$ cat config.mk
export PLATFORM = sky130hd
export DESIGN_NAME = lfm_top
export DESIGN_NICKNAME = d
export VERILOG_FILES = /design/src/hdl/lfm_pkg.sv /design/src/hdl/lfm_sw_if.sv /design/src/hdl/lfm_sync.sv /design/src/hdl/lfm_sw_mon.sv /design/src/hdl/lfm_top.sv
export VERILOG_INCLUDE_DIRS = /design/src /design/src/hdl
export SDC_FILE = /design/constraint.sdc
export NUM_CORES = 1
export LEC_CHECK = 0
export BUFFER_PORTS_ARGS = -buffer_cell sky130_fd_sc_hd__buf_4
export CORE_UTILIZATION = 30
export DETAILED_ROUTE_END_ITERATION = 6
export GPL_TIMING_DRIVEN = 1
export MAX_ROUTING_LAYER = met4
export SYNTH_ARGS = -nofsm -noshare
export SYNTH_HDL_FRONTEND = slang
export SYNTH_HIERARCHICAL = 1
export SYNTH_SLANG_ARGS = --single-unit
$ cat constraint.sdc
create_clock -name clk_i -period 2.8 [get_ports clk_i]
set_clock_uncertainty 0.2 [all_clocks]
set_input_delay 0 -clock clk_i [delete_from_list [all_inputs] [get_ports clk_i]]
set_output_delay 0 -clock clk_i [all_outputs]
set_load 0.05 [all_outputs]
$ cat src/hdl/lfm_consts.svh
// Register map, field positions and reset values of the LED fault monitor.
// Included by every design file that decodes registers or fields.
`ifndef LFM_CONSTS_SVH
`define LFM_CONSTS_SVH

// Register offsets
`define LFM_A_TEMP_CFG   8'h7A
`define LFM_A_SW_CFG0    8'h84
`define LFM_A_SHORT_L    8'h90
`define LFM_A_SHORT_H    8'h91
`define LFM_A_OPEN_L     8'h92
`define LFM_A_OPEN_H     8'h93
`define LFM_A_SUMMARY    8'h94
`define LFM_A_MASK       8'h96
`define LFM_A_CRC_CNT    8'h98
`define LFM_A_I2C_STAT   8'hB0
`define LFM_A_DUTY_CTRL  8'hB1
`define LFM_A_STATE      8'hB2
`define LFM_A_DUTY_L     8'hC3
`define LFM_A_DUTY_H     8'hC4

// Per-switch configuration fields
`define LFM_CFG_OPEN_TH_LSB  0
`define LFM_CFG_SHORT_TH_LSB 2
`define LFM_CFG_OPEN_EN_BIT  6
`define LFM_CFG_SHORT_EN_BIT 7

// Summary and report mask bit positions
`define LFM_B_OPEN   0
`define LFM_B_SHORT  1
`define LFM_B_ALARM  2
`define LFM_B_TSD    3
`define LFM_B_CRC    4
`define LFM_B_COMM   5
`define LFM_B_I2C    6
`define LFM_B_DUTY   7

// I2C status bits
`define LFM_I2C_NACK_BIT     0
`define LFM_I2C_MISMATCH_BIT 1

// Reset value and CRC count limit
`define LFM_RST_BYTE   8'h00
`define LFM_CRC_MAX    8'hFF

`endif

$ cat src/hdl/lfm_pkg.sv
// Types shared by the LED fault monitor modules.
// Constants live in lfm_consts.svh; this package holds types only.
package lfm_pkg;

   typedef logic [7:0] lfm_byte_t;

   typedef enum logic [1:0] {
      LFM_COMM_RUN  = 2'b01,
      LFM_COMM_SAFE = 2'b10
   } lfm_comm_e;

   typedef enum logic [1:0] {
      LFM_TH_RUN   = 2'b01,
      LFM_TH_BLOCK = 2'b10
   } lfm_therm_e;

endpackage : lfm_pkg

$ cat src/hdl/lfm_sw_if.sv
// Signals between the fault core and the bypass switch monitor.
// Both ends run on the same clock.
`timescale 1ns/1ps
interface lfm_sw_if #(parameter int NUM_SW = 12);
   logic              tsd_block;
   logic              pwm_start;
   logic              on_end;
   logic [NUM_SW-1:0] open_cmp;
   logic [NUM_SW-1:0] short_cmp;
   logic [NUM_SW-1:0] on_req;
   logic [NUM_SW-1:0] open_evt;
   logic [NUM_SW-1:0] short_evt;
   logic [NUM_SW-1:0] bypass;

   modport core (output tsd_block, pwm_start, on_end, open_cmp, short_cmp, on_req,
                 input  open_evt, short_evt, bypass);
   modport mon  (input  tsd_block, pwm_start, on_end, open_cmp, short_cmp, on_req,
                 output open_evt, short_evt, bypass);
endinterface : lfm_sw_if

$ cat src/hdl/lfm_sync.sv
// Two-flop synchroniser for a group of asynchronous levels.
// Assumes the inputs are levels that stay stable for several clocks.
`timescale 1ns/1ps
module lfm_sync
   import lfm_pkg::*;
#(
   parameter int W = 1
)(
   // Clock and reset
   input  wire logic         clk_i,
   input  wire logic         resetn_i,
   // Levels
   input  wire logic [W-1:0] async_i,
   output logic      [W-1:0] sync_o
);

   typedef struct packed {
      logic [W-1:0] s1;
      logic [W-1:0] s2;
   } lfm_sync_s;

   lfm_sync_s r_reg;
   lfm_sync_s r_next;

   always_comb begin
      r_next.s1 = async_i;
      r_next.s2 = r_reg.s1;
   end

   always_ff @(posedge clk_i) begin
      if (!resetn_i) begin
         r_reg <= '0;
      end else begin
         r_reg <= r_next;
      end
   end

   assign sync_o = r_reg.s2;

endmodule : lfm_sync

$ cat src/hdl/lfm_sw_mon.sv
// Per-switch open/short detection and bypass gate command.
// Assumes comparator inputs are already synchronised by the core.
`timescale 1ns/1ps
module lfm_sw_mon
   import lfm_pkg::*;
#(
   parameter int NUM_SW = 12
)(
   // Clock and reset (active high, includes undervoltage)
   input  wire logic clk_i,
   input  wire logic clear_i,
   // Core side
   lfm_sw_if.mon     sw
);

   typedef struct packed {
      logic [NUM_SW-1:0] hold;
      logic [NUM_SW-1:0] bypass;
   } lfm_mon_s;

   lfm_mon_s r_reg;
   lfm_mon_s r_next;

   always_comb begin
      r_next = r_reg;
      // Open switch held on until the next PWM cycle starts
      r_next.hold = (r_reg.hold & ~{NUM_SW{sw.pwm_start}}) | sw.open_cmp;
      // Thermal shutdown overrides every on request, open hold included
      r_next.bypass = sw.tsd_block ? '0 : (sw.on_req | r_next.hold);
   end

   always_ff @(posedge clk_i) begin
      if (clear_i) begin
         r_reg <= '0;
      end else begin
         r_reg <= r_next;
      end
   end

   assign sw.open_evt  = sw.open_cmp;
   assign sw.short_evt = sw.short_cmp & {NUM_SW{sw.on_end}};
   assign sw.bypass    = r_reg.bypass;
endmodule : lfm_sw_mon

$ cat src/hdl/lfm_top.sv
// Fault detection, latching, masking and reporting for twelve LED bypass switches.
// Assumes comparators, temperature and supply monitors are asynchronous levels,
// and protocol, PWM and loopback events are single-cycle pulses on clk_i.
//
// Notes on behaviour
// - Open detected: bypass switch turns on and holds until next PWM cycle.
// - Open detection sets the switch bit in low/high open flag registers.
// - Open summary flag and fault output need flag enable and mask both set.
// - Each switch selects open threshold 5V, 10V, 15V or 20V by two bits.
// - Short comparator sampled at LED on end; sets switch short flag bit.
// - Short summary flag and fault output need flag enable and mask both set.
// - Four-bit short threshold per switch, 1V to 16V in 1V steps.
// - Flags stay set; host clears by writing 0; output releases when clear.
// - Switch operation recovers by itself once fault condition goes away.
// - Temperature above selected alarm level sets alarm flag; reported if masked in.
// - Alarm flag latched until host writes 0; output released only then.
// - Shutdown temperature forces all switches off, sets shutdown flag, reports.
// - Switches blocked until below restart level; shutdown flag latched until cleared.
// - CRC mismatch increments error count and sets CRC flag, cleared by 0.
// - Watchdog timeout with fail-safe and no good traffic enters fail-safe.
// - I2C no acknowledge or mismatch sets its flag and I2C summary flag.
// - With duty check on, duty deviation sets channel and summary duty flags.
// - Undervoltage turns all LEDs on and resets every register.
// - Masks gate the fault output and the open and short summary flags; detection and other flags keep running.
// - Any reportable fault sets its summary bit and pulls the output low.
`timescale 1ns/1ps
`include "lfm_consts.svh"
module lfm_top
   import lfm_pkg::*;
#(
   parameter int NUM_SW = 12
)(
   // Clock and reset
   input  wire logic              clk_i,
   input  wire logic              resetn_i,
   // Register port
   input  wire logic              reg_wr_i,
   input  wire logic              reg_rd_i,
   input  wire logic [7:0]        reg_addr_i,
   input  wire logic [7:0]        reg_wdata_i,
   output logic      [7:0]        reg_rdata_o,
   // Analog monitors, asynchronous
   input  wire logic [NUM_SW-1:0] open_cmp_i,
   input  wire logic [NUM_SW-1:0] short_cmp_i,
   input  wire logic [3:0]        temp_above_lvl_i,
   input  wire logic              tsd_hot_i,
   input  wire logic              tsd_cool_i,
   input  wire logic              uvlo_i,
   input  wire logic              failsafe_strap_i,
   // PWM and protocol events, on clk_i
   input  wire logic              pwm_cycle_start_i,
   input  wire logic              led_on_end_i,
   input  wire logic [NUM_SW-1:0] pwm_on_req_i,
   input  wire logic              crc_err_i,
   input  wire logic              wd_timeout_i,
   input  wire logic              error_free_i,
   input  wire logic              update_cmd_i,
   input  wire logic              i2c_nack_i,
   input  wire logic              i2c_mismatch_i,
   input  wire logic [NUM_SW-1:0] duty_err_i,
   // Switch and analog control
   output logic [NUM_SW-1:0]      bypass_on_o,
   output logic [2*NUM_SW-1:0]    open_threshold_sel_o,
   output logic [4*NUM_SW-1:0]    short_threshold_sel_o,
   output logic [1:0]             temp_alarm_level_o,
   output logic                   failsafe_o,
   // Open-drain fault report pin
   output logic                   fault_report_n_o,
   output logic                   fault_report_oe_o
);

   ////////////////////////////////////////////////////////////////////////////////
   // Parameter check and synchronisers

   generate
      if (NUM_SW < 1 || NUM_SW > 16) begin : g_bad_num
         $error("lfm_top: NUM_SW must lie in 1..16");
      end
   endgenerate

   localparam int AW = 2 * NUM_SW + 8;

   logic [AW-1:0]     async_vec;
   logic [AW-1:0]     sync_vec;
   logic [NUM_SW-1:0] open_cmp_s;
   logic [NUM_SW-1:0] short_cmp_s;
   logic [3:0]        temp_above_s;
   logic              tsd_hot_s;
   logic              tsd_cool_s;
   logic              uvlo_s;
   logic              strap_s;
   logic              core_clr;

   assign async_vec = {failsafe_strap_i, uvlo_i, tsd_cool_i, tsd_hot_i, temp_above_lvl_i,
                       short_cmp_i, open_cmp_i};

   lfm_sync #(.W(AW)) u_sync (
      .clk_i    (clk_i),
      .resetn_i (resetn_i),
      .async_i  (async_vec),
      .sync_o   (sync_vec)
   );

   assign {strap_s, uvlo_s, tsd_cool_s, tsd_hot_s, temp_above_s, short_cmp_s, open_cmp_s}
      = sync_vec;

   // Undervoltage acts as a reset of all registers and turns every LED on
   assign core_clr = !resetn_i || uvlo_s;

   ////////////////////////////////////////////////////////////////////////////////
   // State

   typedef struct packed {
      logic [NUM_SW-1:0][7:0] sw_cfg;
      logic [NUM_SW-1:0]      short_fl;
      logic [NUM_SW-1:0]      open_fl;
      logic [NUM_SW-1:0]      duty_fl;
      lfm_byte_t              sum;
      lfm_byte_t              mask;
      logic [1:0]             temp_lvl;
      lfm_byte_t              crc_cnt;
      logic [1:0]             i2c_fl;
      logic                   duty_en;
      lfm_comm_e              comm;
      lfm_therm_e             therm;
      lfm_byte_t              rdata;
      logic                   report;
   } lfm_state_s;

   lfm_state_s r_reg;
   lfm_state_s r_next;

   lfm_sw_if #(.NUM_SW(NUM_SW)) sw ();

   lfm_sw_mon #(.NUM_SW(NUM_SW)) u_sw_mon (
      .clk_i   (clk_i),
      .clear_i (core_clr),
      .sw      (sw.mon)
   );

   ////////////////////////////////////////////////////////////////////////////////
   // Register helpers

   // Byte-wise write-zero-to-clear keep mask for a low/high register pair
   function automatic logic [15:0] keep16(input logic wr, input logic [7:0] a,
                                          input logic [7:0] d, input logic [7:0] lo);
      logic [15:0] k;
      k = 16'hFFFF;
      if (wr && a == lo) begin
         k[7:0] = d;
      end
      if (wr && a == 8'(lo + 8'h01)) begin
         k[15:8] = d;
      end
      return k;
   endfunction : keep16

   function automatic lfm_byte_t flag_byte(input logic [NUM_SW-1:0] v, input logic hi);
      logic [15:0] t;
      t = '0;
      t[NUM_SW-1:0] = v;
      return hi ? t[15:8] : t[7:0];
   endfunction : flag_byte

   logic [15:0]       keep_short;
   logic [15:0]       keep_open;
   logic [15:0]       keep_duty;
   logic [NUM_SW-1:0] open_en;
   logic [NUM_SW-1:0] short_en;
   logic              wr_sum;
   logic              wr_i2c;
   lfm_byte_t         sum_set;
   lfm_byte_t         sum_keep;
   lfm_byte_t         rd_mux;
   logic              alarm_now;

   always_comb begin
      keep_short = keep16(reg_wr_i, reg_addr_i, reg_wdata_i, `LFM_A_SHORT_L);
      keep_open  = keep16(reg_wr_i, reg_addr_i, reg_wdata_i, `LFM_A_OPEN_L);
      keep_duty  = keep16(reg_wr_i, reg_addr_i, reg_wdata_i, `LFM_A_DUTY_L);
      wr_sum     = reg_wr_i && reg_addr_i == `LFM_A_SUMMARY;
      wr_i2c     = reg_wr_i && reg_addr_i == `LFM_A_I2C_STAT;
      for (int i = 0; i < NUM_SW; i++) begin
         open_en[i]  = r_reg.sw_cfg[i][`LFM_CFG_OPEN_EN_BIT];
         short_en[i] = r_reg.sw_cfg[i][`LFM_CFG_SHORT_EN_BIT];
      end
   end

   ////////////////////////////////////////////////////////////////////////////////
   // Next state

   always_comb begin
      r_next    = r_reg;
      alarm_now = temp_above_s[r_reg.temp_lvl];
      sum_set   = '0;
      // Open and short summary bits need both the enable and the mask
      sum_set[`LFM_B_OPEN]  = |(sw.open_evt & open_en) && r_reg.mask[`LFM_B_OPEN];
      sum_set[`LFM_B_SHORT] = |(sw.short_evt & short_en) && r_reg.mask[`LFM_B_SHORT];
      // The remaining flags set regardless of mask
      sum_set[`LFM_B_ALARM] = alarm_now;
      sum_set[`LFM_B_TSD]   = tsd_hot_s;
      sum_set[`LFM_B_CRC]   = crc_err_i;
      sum_set[`LFM_B_COMM]  = wd_timeout_i && strap_s && !error_free_i;
      sum_set[`LFM_B_I2C]   = i2c_nack_i || i2c_mismatch_i;
      sum_set[`LFM_B_DUTY]  = r_reg.duty_en && (|duty_err_i);
      sum_keep = wr_sum ? reg_wdata_i : 8'hFF;

      // Sticky flags: a set in the clearing cycle wins
      r_next.sum      = (r_reg.sum & sum_keep) | sum_set;
      r_next.open_fl  = (r_reg.open_fl & keep_open[NUM_SW-1:0]) | sw.open_evt;
      r_next.short_fl = (r_reg.short_fl & keep_short[NUM_SW-1:0]) | sw.short_evt;
      r_next.duty_fl  = (r_reg.duty_fl & keep_duty[NUM_SW-1:0])
                      | (duty_err_i & {NUM_SW{r_reg.duty_en}});
      r_next.i2c_fl   = r_reg.i2c_fl & (wr_i2c ? reg_wdata_i[1:0] : 2'b11);
      r_next.i2c_fl[`LFM_I2C_NACK_BIT]     = r_next.i2c_fl[`LFM_I2C_NACK_BIT]
                                             || i2c_nack_i;
      r_next.i2c_fl[`LFM_I2C_MISMATCH_BIT] = r_next.i2c_fl[`LFM_I2C_MISMATCH_BIT]
                                             || i2c_mismatch_i;

      // Saturates so a stuck link cannot wrap the count back to small values
      if (crc_err_i && r_reg.crc_cnt != `LFM_CRC_MAX) begin
         r_next.crc_cnt = 8'(r_reg.crc_cnt + 8'h01);
      end

      // Configuration writes
      if (reg_wr_i) begin
         for (int i = 0; i < NUM_SW; i++) begin
            if (reg_addr_i == 8'(`LFM_A_SW_CFG0 + i)) begin
               r_next.sw_cfg[i] = reg_wdata_i;
            end
         end
         case (reg_addr_i)
            `LFM_A_TEMP_CFG:  r_next.temp_lvl = reg_wdata_i[1:0];
            `LFM_A_MASK:      r_next.mask     = reg_wdata_i;
            `LFM_A_DUTY_CTRL: r_next.duty_en  = reg_wdata_i[0];
            default: begin
            end
         endcase
      end

      // Fail-safe entry and exit
      case (r_reg.comm)
         LFM_COMM_RUN: begin
            if (sum_set[`LFM_B_COMM]) begin
               r_next.comm = LFM_COMM_SAFE;
            end
         end
         LFM_COMM_SAFE: begin
            if (update_cmd_i) begin
               r_next.comm = LFM_COMM_RUN;
            end
         end
         default: r_next.comm = LFM_COMM_RUN;
      endcase

      // Restart only below the hysteresis level, whatever the flag state
      case (r_reg.therm)
         LFM_TH_RUN: begin
            if (tsd_hot_s) begin
               r_next.therm = LFM_TH_BLOCK;
            end
         end
         LFM_TH_BLOCK: begin
            if (tsd_cool_s && !tsd_hot_s) begin
               r_next.therm = LFM_TH_RUN;
            end
         end
         default: r_next.therm = LFM_TH_BLOCK;
      endcase

      // Read data, unmapped offsets read zero
      rd_mux = '0;
      for (int i = 0; i < NUM_SW; i++) begin
         if (reg_addr_i == 8'(`LFM_A_SW_CFG0 + i)) begin
            rd_mux = r_reg.sw_cfg[i];
         end
      end
      case (reg_addr_i)
         `LFM_A_TEMP_CFG:  rd_mux = {6'h00, r_reg.temp_lvl};
         `LFM_A_SHORT_L:   rd_mux = flag_byte(r_reg.short_fl, 1'b0);
         `LFM_A_SHORT_H:   rd_mux = flag_byte(r_reg.short_fl, 1'b1);
         `LFM_A_OPEN_L:    rd_mux = flag_byte(r_reg.open_fl, 1'b0);
         `LFM_A_OPEN_H:    rd_mux = flag_byte(r_reg.open_fl, 1'b1);
         `LFM_A_SUMMARY:   rd_mux = r_reg.sum;
         `LFM_A_MASK:      rd_mux = r_reg.mask;
         `LFM_A_CRC_CNT:   rd_mux = r_reg.crc_cnt;
         `LFM_A_I2C_STAT:  rd_mux = {6'h00, r_reg.i2c_fl};
         `LFM_A_DUTY_CTRL: rd_mux = {7'h00, r_reg.duty_en};
         `LFM_A_STATE:     rd_mux = {6'h00, r_reg.comm == LFM_COMM_SAFE,
                                     r_reg.therm == LFM_TH_BLOCK};
         `LFM_A_DUTY_L:    rd_mux = flag_byte(r_reg.duty_fl, 1'b0);
         `LFM_A_DUTY_H:    rd_mux = flag_byte(r_reg.duty_fl, 1'b1);
         default: begin
         end
      endcase
      if (reg_rd_i) begin
         r_next.rdata = rd_mux;
      end

      // Open-drain report from masked summary flags
      r_next.report = |(r_reg.sum & r_reg.mask);
   end

   always_ff @(posedge clk_i) begin
      if (core_clr) begin
         r_reg          <= '0;
         r_reg.sw_cfg   <= {NUM_SW{`LFM_RST_BYTE}};
         r_reg.mask     <= `LFM_RST_BYTE;
         r_reg.comm     <= LFM_COMM_RUN;
         r_reg.therm    <= LFM_TH_RUN;
      end else begin
         r_reg <= r_next;
      end
   end

   ////////////////////////////////////////////////////////////////////////////////
   // Outputs

   assign sw.tsd_block = (r_reg.therm == LFM_TH_BLOCK);
   assign sw.pwm_start = pwm_cycle_start_i;
   assign sw.on_end    = led_on_end_i;
   assign sw.open_cmp  = open_cmp_s;
   assign sw.short_cmp = short_cmp_s;
   assign sw.on_req    = pwm_on_req_i;

   generate
      for (genvar g = 0; g < NUM_SW; g++) begin : g_thr
         assign open_threshold_sel_o[2*g +: 2]  =
            r_reg.sw_cfg[g][`LFM_CFG_OPEN_TH_LSB +: 2];
         assign short_threshold_sel_o[4*g +: 4] =
            r_reg.sw_cfg[g][`LFM_CFG_SHORT_TH_LSB +: 4];
      end
   endgenerate

   assign bypass_on_o        = sw.bypass;
   assign temp_alarm_level_o = r_reg.temp_lvl;
   assign failsafe_o         = (r_reg.comm == LFM_COMM_SAFE);
   assign reg_rdata_o        = r_reg.rdata;
   assign fault_report_oe_o  = r_reg.report;
   assign fault_report_n_o   = !r_reg.report;
endmodule : lfm_top

## Word level (Yosys, flattened, before mapping)

Cells that the tools add are included.

| operators by class | value |
|---|---|
| $mul | 0 |
| div/mod/pow operators | 0 |
| shift operators | 0 |
| bitwise operators | 18 |
| reduce and logical (&&, ||, !) cells | 45 |
| $add $sub $neg | 1 |
| equality and inequality tests | 34 |
| mux-type cells | 29 |
| $lt $le $gt $ge | 1 |

Operators with widths:

| kind | number |
|---|---|
| $eq 8x8->1 const B | 24 |
| $mux 8 | 16 |
| $pmux 8 s13 | 1 |
| $and 12x12->12 | 8 |
| $or 12x12->12 | 5 |
| $reduce_or 12->1 | 3 |
| $reduce_and 2->1 | 17 |
| $and 8x8->8 | 2 |
| $logic_and 1x1->1 | 15 |
| $mux 4 | 3 |
| $not 12->12 | 1 |
| $mux 2 | 5 |
| $add 8x1->8 const B | 1 |
| $eq 8x7->1 const B | 1 |
| $ne 8x8->1 const B | 1 |
| $or 8x8->8 | 1 |
| $pmux 2 s2 | 2 |
| $reduce_or 8->1 | 1 |
| $ne 2x2->1 const B | 3 |
| $eq 2x1->1 const B | 2 |
| $eq 2x2->1 const B | 2 |
| $logic_not 1->1 | 4 |
| $logic_or 1x1->1 | 4 |
| $lt 2x3->1 const B | 1 |
| 5 further kinds | 5 |

| storage, ports and cells | value |
|---|---|
| word-level logic and storage cells | 157 |
| bits in registers | 262 |
| latch bits | 0 |
| bits in writable memories | 0 |
| bits of input ports | 84 |
| memory bits (read-only) | 0 |
| output and inout bits | 97 |
| memories kept | 0 |

## Logic depth before layout (Yosys ltp)

Gate-level depths: netlist (run 1).

| depth | value |
|---|---|
| word-level depth | 14 |
| gate-level depth with buffers | 9 |
| mapped depth without buffers | 7 |

## Cells and area by module

Netlist (run 1), hierarchy kept.

By module, submodules not included:

| module | cells an instance | instances | area each (um^2) | seq. area each (um^2) |
|---|---|---|---|---|
| lfm_top | 1007 | 1 | 8854.7 | 3483.3 |
| lfm_sync | 134 | 1 | 1791.7 | 1281.2 |
| lfm_sw_mon | 113 | 1 | 1147.4 | 480.5 |

## Least setup slack after synthesis (run 1)

Ideal clock, no wire load.

| timing path | value |
|---|---|
| path type | input-to-reg |
| start point | input port reg_addr_i[4] |
| end point | register r_reg, in the netlist reg_rdata_o[2] |
| data arrival time | 1.636 ns |
| path buffers | 2 |
| stages | 8 |
| setup time | 0.131 ns |
| setup slack | 0.833 ns |
| data required time | 2.469 ns |
| path through | clkbuf_2 > or4b_1 > buf_2 > or4_1 > o2111ai_1 > a22o_1 > and4_1 > nor3_1 |

| on the way | value |
|---|---|
| word-level cells in the longest chain between the ends | 14 |
| elaborated cells on any way between the ends | 38 |
| those cells by class | eq/ne (25); mux (13) |

RTL lines:

| element | RTL line | text |
|---|---|---|
| start, declared | lfm_top.sv:39 | `input wire logic [7:0] reg_addr_i,` |
| $eq 8x8->1 | lfm_top.sv:274 | `` if (reg_addr_i == 8'(`LFM_A_SW_CFG0 + i)) begin `` |
| $mux 8 (12 in a row) | lfm_top.sv:274 |  |
| $pmux 8 s13 (*) | lfm_top.sv:278 | `case (reg_addr_i)` |
| end signal, assigned | lfm_top.sv:312 | `r_reg <= r_next;` |
| end, declared | lfm_top.sv:130 | `lfm_state_s r_reg;` |

Mark *: on every way between the ends. The rest lies on a longest branch, timed or not.
A chain may end at the register's enable or synchronous reset.

## Worst setup path after layout (run 1)

| timing path | value |
|---|---|
| start point | input port reg_addr_i[3] |
| end point | register r_reg[74] in the netlist's numbering |

| on the way | value |
|---|---|
| word-level cells in the longest chain between the ends | 5 |

RTL lines:

| element | RTL line | text |
|---|---|---|
| $eq 8x8->1 | lfm_top.sv:152 | `if (wr && a == 8'(lo + 8'h01)) begin` |
| $logic_and 1x1->1 | lfm_top.sv:152 |  |
| $mux 4 | lfm_top.sv:152 |  |
| $and 12x12->12 | lfm_top.sv:211 | `r_next.short_fl = (r_reg.short_fl & keep_short[NUM_SW-1:0]) \| sw.short_evt;` |
| $or 12x12->12 | lfm_top.sv:211 |  |

No other way between the ends.

==> flow_metrics.tcl, run 1 <==
set metrics [dict create \
    synth_edf_count 0 \
    clock_sinks 262 \
    core-area_um2 38700 \
    dieArea_um2 40100 \
    dp_hpwl_mm 26.6 \
    fin_worst_hold_slack_ns 0.0343 \
    cts_tree "built" \
    ys.flop_type "dfxtp_1" \
    synth.mux.area_fraction 0.125 \
    pin_count 181 \
    p_leak_uw 0.00619 \
    grt_max_degree 77 \
    synth_top_family_by_area "simple AND/OR/NAND/NOR gates" \
    crit_top_cell "dlygate4sd3_1" \
    drt-pass1-iter-count 5 \
    start_util 0.304 \
    worstMarginPinSlew_ns 0.849 \
    min_delay_path_depth 5 \
    clock_latency_ns 0.57 \
    r2r-end "reg_rdata_o[5]" \
    design_area_um2 15800 \
    hp-class "in -> reg" \
    grt_pass1_wl_mm 60.5 \
    finalCritPeriodShare 0.981 \
    hold_end "short_threshold_sel_o[42]" \
    critPathMaxFanout 10 \
    port_buffers 180 \
    synth_compound_area_frac 0.140 \
    antenna_cells 0 \
    setup_slack_ns 0.0533 \
    end_kind "flip-flop" \
    cpMaxStageDelayCell "dlygate4sd3_1" \
    gp_congestion 0.919 \
    synth_nets 1339 \
    drv_slew 0 \
    placed_area_um2 12900 \
    routed_wirelength_mm 39.8 \
    cts_max_path_buffers 3 \
    maxSlewHeadroom 0.434 \
    final_common_cell "dfxtp_1" \
    pre_cts_ws_ns 0.450 \
    synth.distinct_cells 76 \
    drive_gt1_frac 0.254 \
    drc 0 \
    gr-total-overflow 0 \
    r2r_slack_ns 0.29 \
    synth_area_per_cell_um2 9.40 \
    finalSetupViolations 0 \
    fillers 3867 \
    async_flop_share 0 \
    die-width_um 200 \
    h-tree-depth 1 \
    ys_ff_latch 262 \
    route.vias.total 10100 \
    nets 1591 \
    row_count 72 \
    cts_made_buffers 31 \
    grt_pass1_vias 9971 \
    antenna_found_initial 0 \
    synth.cell_area_um2 11800 \
    min_period_ns 2.75 \
    rsz0062_at_grt "no" \
    drtIter0Drc 938 \
    critPathMaxStageDelay_ns 0.70 \
    ant_nets 0 \
    critical_path_class "in -> reg" \
    hold_start "reg_addr_i[2]" \
    area_growth_pct 34.1 \
    yosys.area_share.simple 0.176 \
    max_freq_mhz 364 \
    largest_register_ffs 79 \
    max_cap_violations 0 \
    yosysSeqAreaShare 0.445 \
    synth_xor_area_frac 0.00371 \
    finalPower_uw 8610 \
    status "completed" \
    reg2reg_from "short_threshold_sel_o[15]" \
    wire_per_inst_um 19.5 \
    ys_warn_count 6 \
    grt_usage 0.200 \
    vdd_drop_max_v 0.000398 \
    reg2reg_depth 6 \
    clk_pin_slew_ns 0.06 \
    tns_ns 0 \
    crit_chain "buf_4 > dlygate4sd3_1 > nor3_2 > dlygate4sd3_1 > buf_4 > nand3_1 > o21ai_0 > a21oi_1 > dlygate4sd3_1" \
    mostFrequentLayoutCells "262 x dfxtp_1, 207 x buf_4, 193 x dlygate4sd3_1" \
    syn_inst 1254 \
    required_ns 3.05 \
    power_density_nw_per_um2 545 \
    hold_viol_final 0 \
    path_delay_family "buffers and inverters" \
    startpoint_type "primary input" \
    cp_num_buf_inv 5 \
    via_per_inst 4.92 \
    root_buffer "clkbuf_16" \
    synth_adder_area_share 0.00106 \
    worstPathArrival_ns 2.99 \
    die_h_um 200 \
]
[cell type report]
cell class	count	area [µm²]	share of cell area
sequential	262	5250	0.332
inverter	44	168	0.0106
tap	518	648	0.0410
clock inverter	14	120	0.00759
timing repair buffer	401	3510	0.222
clock buffer	42	867	0.0548
multi-input combinational	766	5260	0.333
[worst reg2reg max path, stage by stage (launching register included)]
cell           delay (ns)
dfxtp_1              0.33
mux4_2               0.51
a22oi_1              0.30
o211ai_1             0.16
a21oi_1              0.22
o32ai_1              0.11
dlygate4sd3_1        0.59
[report_power, final]
| group | switching (µW) | internal (µW) |
|---|---|---|
| Sequential | 54.9 | 3820 |
| Clock | 1630 | 2260 |
| Combinational | 437 | 405 |
[how the worst max path moves through the flow]
stage | startpoint | to | slack (ns) | cells past startpoint
5_1_grt | reg_addr_i[3] | reg_rdata_o[4] | 0.004 | 8
6_report | reg_addr_i[3] | r_reg[74] | 0.05 | 9
4_1_cts | reg_addr_i[5] | reg_rdata_o[5] | 0.0006 | 10
2_1_floorplan | reg_addr_i[4] | reg_rdata_o[2] | 0.83 | 8
3_3_place_gp | reg_addr_i[6] | reg_rdata_o[2] | 0.48 | 7
3_5_place_dp | reg_addr_i[6] | open_en[4] | 0.45 | 6
[layer usage]
layer | vias to the layer above | global-route usage | wire, µm
met5 | - | - | 0
met4 | 0 | 0.0543 | 990
met3 | 68 | 0.0329 | 2710
met2 | 395 | 0.329 | 19100
met1 | 4879 | 0.253 | 17000
li1 | 4737 | - | -
[cells by family (layout without fill, tap and decap cells)]
| kind of cell | Yosys count | count (layout) |
|---|---|---|
| AOI/OAI and AO/OA | 264 | 264 |
| xor gates and xnor gates | 5 | 5 |
| adders and majority gates | 1 | 1 |
| buffers and inverters | 226 | 501 |
| DFF | 262 | 262 |
| muxes | 123 | 123 |
| and+or+nand+nor | 373 | 373 |
[timing repair]
item	CTS	global route
hold buffers	193	0
hold endpoints to repair	258	0
endpoints found under the setup margin	0	1
gates resized for setup	0	1
setup buffers	0	2
[synthesized netlist by cell type, types with 6 or more instances]
| cell type | count | area [µm²] |
|---|---|---|
| nand2_1 | 66 | 248 |
| clkbuf_1 | 51 | 191 |
| nor2_1 | 123 | 462 |
| buf_2 | 13 | 65.1 |
| nand4_1 | 7 | 43.8 |
| clkbuf_2 | 7 | 35.0 |
| nand2b_1 | 8 | 50.1 |
| nor3_1 | 9 | 45.0 |
| inv_1 | 43 | 161 |
| buf_4 | 109 | 818 |
| mux2i_1 | 99 | 991 |
| and2_2 | 64 | 480 |
| o21ai_1 | 12 | 60.1 |
| a21oi_1 | 83 | 415 |
| nor2b_1 | 10 | 62.6 |
| and2_1 | 13 | 81.3 |
| mux4_2 | 19 | 428 |
| o21ba_2 | 6 | 60.1 |
| o31a_1 | 6 | 52.6 |
| nand3_1 | 20 | 100 |
| dfxtp_1 | 262 | 5250 |
| nor2_2 | 7 | 43.8 |
| o21ai_0 | 73 | 365 |
| a221oi_1 | 7 | 61.3 |
| a22o_1 | 7 | 61.3 |
| nand2b_4 | 6 | 82.6 |
| a22oi_1 | 15 | 113 |
[stage by stage]
| step | cells | util |
|---|---|---|
| after global placement | 1796 | 0.332 |
| after global routing | 2047 | 0.408 |
| after CTS | 2045 | 0.408 |
| after floorplan | 1254 | - |
| final | 2047 | 0.408 |
| after detailed placement | 1796 | 0.332 |
Note: power is estimated with default switching activity, not from simulation.
==> inputs of run 2 (changes only) <==
--- a/config.mk
+++ b/config.mk
@@ -6,6 +6,7 @@
 export SDC_FILE = /design/constraint.sdc
 export NUM_CORES = 1
 export LEC_CHECK = 0
+export ABC_AREA = 1
 export BUFFER_PORTS_ARGS = -buffer_cell sky130_fd_sc_hd__buf_4
 export CORE_UTILIZATION = 30
 export DETAILED_ROUTE_END_ITERATION = 6
==> constraint.sdc (replaced) <==
create_clock -name clk_i -period 3.5 [get_ports clk_i]
set_clock_uncertainty 0.2 [all_clocks]
set_input_delay 0 -clock clk_i [delete_from_list [all_inputs] [get_ports clk_i]]
set_output_delay 0 -clock clk_i [all_outputs]
set_load 0.05 [all_outputs]
==> run 2 against run 1 <==
  * Synthesized cell count increased by 27%
  * Area after synthesis decreased by 1.9%
  * Utilization is 0.25 points lower
  * First-iteration DRC count down 11%
  * Critical endpoint is now short_threshold_sel_o[38]
  * Largest power group unchanged
==> flow_metrics.tcl, run 2 <==
set metrics [dict create \
    power_density_nw_per_um2 454 \
    grt_pass1_wl_mm 58.5 \
    post-cts-setup-buffer-count 0 \
    synth.top_cells.by_count "321 x nand2_1, 262 x dfxtp_1, 237 x inv_1" \
    clock_sinks 262 \
    drive_gt1_frac 0.147 \
    min_delay_path_depth 4 \
    drtIter0Drc 834 \
    status "completed" \
    cts_tree "built" \
    crit_top_cell "dlygate4sd3_1" \
    drc 0 \
    nets 1910 \
    yosysSeqAreaShare 0.453 \
    rsz0062_at_grt "no" \
    cts.repair.resized 0 \
    cpMaxStageDelayCell "dlygate4sd3_1" \
    grt_max_degree 72 \
    antenna_cells 0 \
    p_leak_uw 0.00660 \
    final_common_cell "nand2_1" \
    finalCritPeriodShare 0.931 \
    async_flop_share 0 \
    min_period_ns 3.26 \
    clk_pin_slew_ns 0.06 \
    row_count 71 \
    gr-total-overflow 0 \
    port_buffers 180 \
    max_cap_violations 0 \
    vdd_drop_max_v 0.000342 \
    core-area_um2 37800 \
    tns_ns 0 \
    area_growth_pct 32.8 \
    cts_hold_buf 185 \
    grt_usage 0.198 \
    syn_inst 1593 \
    r2r_slack_ns 1.08 \
    clock_latency_ns 0.57 \
    ys_ff_latch 262 \
    grt_pass1_vias 10500 \
    h-tree-depth 1 \
    mostFrequentLayoutCells "321 x nand2_1, 262 x dfxtp_1, 236 x inv_1" \
    finalSetupViolations 0 \
    reg2reg_depth 4 \
    route.vias.total 11000 \
    synth_most_common_cell "nand2_1" \
    ys_warn_count 6 \
    wire_per_inst_um 16.3 \
    critical_path_class "in -> reg" \
    synth_nets 1678 \
    critPathMaxStageDelay_ns 0.66 \
    synth.cell_area_um2 11600 \
    via_per_inst 4.65 \
    crit_chain "dlygate4sd3_1 > buf_4 > inv_2 > nand2_1 > nor2_2 > nand3_2 > dlygate4sd3_1 > nor2_1 > dlygate4sd3_1 > nand3_1 > dlygate4sd3_1 > a21oi_1" \
    dp_hpwl_mm 25.9 \
    critPathMaxFanout 9 \
    dpl.cell_count 2119 \
    maxSlewHeadroom 0.371 \
    hp-class "in -> reg" \
    cts_made_buffers 30 \
    finalCoreUtilization 0.406 \
    die_h_um 198 \
    drt-pass1-iter-count 6 \
    ys.flop_type "dfxtp_1" \
    root_buffer "clkbuf_16" \
    worstMarginPinSlew_ns 0.936 \
    fillers 3913 \
    max_freq_mhz 307 \
    synthTopCellsByArea "dfxtp_1 45%, nand2_1 10%, a21oi_1 7.7%" \
    drv_slew 0 \
    synth.top_cell.area_share 0.453 \
    worstPathArrival_ns 3.57 \
    cts_max_path_buffers 3 \
    final_cell_count_no_fill 2360 \
    ant_nets 0 \
    start_util 0.306 \
    synth_area_per_cell_um2 7.26 \
    dieArea_um2 39300 \
    antenna_found_initial 1 \
    hold_viol_final 0 \
    gp_congestion 0.958 \
    yosys.area.top_type "dfxtp_1" \
    pin_count 181 \
    required_ns 3.81 \
    die-width_um 198 \
    end_kind "flip-flop" \
    startpoint_type "primary input" \
    routed_wirelength_mm 38.4 \
    synth_edf_count 0 \
    largest_register_ffs 79 \
    fin_worst_hold_slack_ns 0.136 \
    synth.distinct_cells 36 \
]
## run 2: report_power, final
part / leakage [µW] / switching, µW / internal (µW)
registers: 0.00213 / 37.9 / 3060
clock network: 0.000505 / 1270 / 1970
logic: 0.00396 / 355 / 275
## run 2: per-layer routing
layer,global-route usage,part of all wire,vias up
met5,-,0,-
met1,0.251,0.42,5062
met4,0.0698,0.029,0
met3,0.0291,0.074,72
met2,0.321,0.47,404
li1,-,-,5433
## run 2: final timing paths
| check | from | to |
|---|---|---|
| setup / recovery | reg_addr_i[6] | short_threshold_sel_o[38] |
| hold / removal | i2c_mismatch_i | r_reg[40] |
| setup reg to reg | u_sync/sync_o[30] | r_reg[14] |
| hold reg to reg | u_sync/r_next[25] | u_sync/sync_o[25] |
## run 2: stage by stage
step	setup slack [ns]	total power, µW	area [µm²]
finish	0.241	6970	15400
global route	0.0594	7220	15400
global placement	1.28	3630	12500
detailed placement	1.21	3630	12500
CTS	0.273	7020	15400
floorplan	1.59	3460	11600
## run 2: final cells by class
cell class | count | area, µm² | share of cell area
tap | 511 | 639 | 0.0416
multi-input combinational | 917 | 4290 | 0.279
clock inverter | 11 | 136 | 0.00888
clock buffer | 45 | 888 | 0.0578
inverter | 243 | 913 | 0.0595
sequential | 262 | 5250 | 0.342
timing repair buffer | 371 | 3250 | 0.212
## run 2: critical path, delay by kind of cell
kind / cells / cell delay, ns
simple gates: 5 / 0.86
buf+inv: 6 / 2.58
compound gates: 1 / 0.13
## run 2: cell families (layout without fill, tap and decap cells)
logic type      Yosys count  after routing  share of synthesized area
compound gates          327            327                      0.149
buf+inv                 414            670                      0.177
flops                   262            262                      0.453
simple gates            589            589                      0.219
fa+ha+maj                 1              1                    0.00108
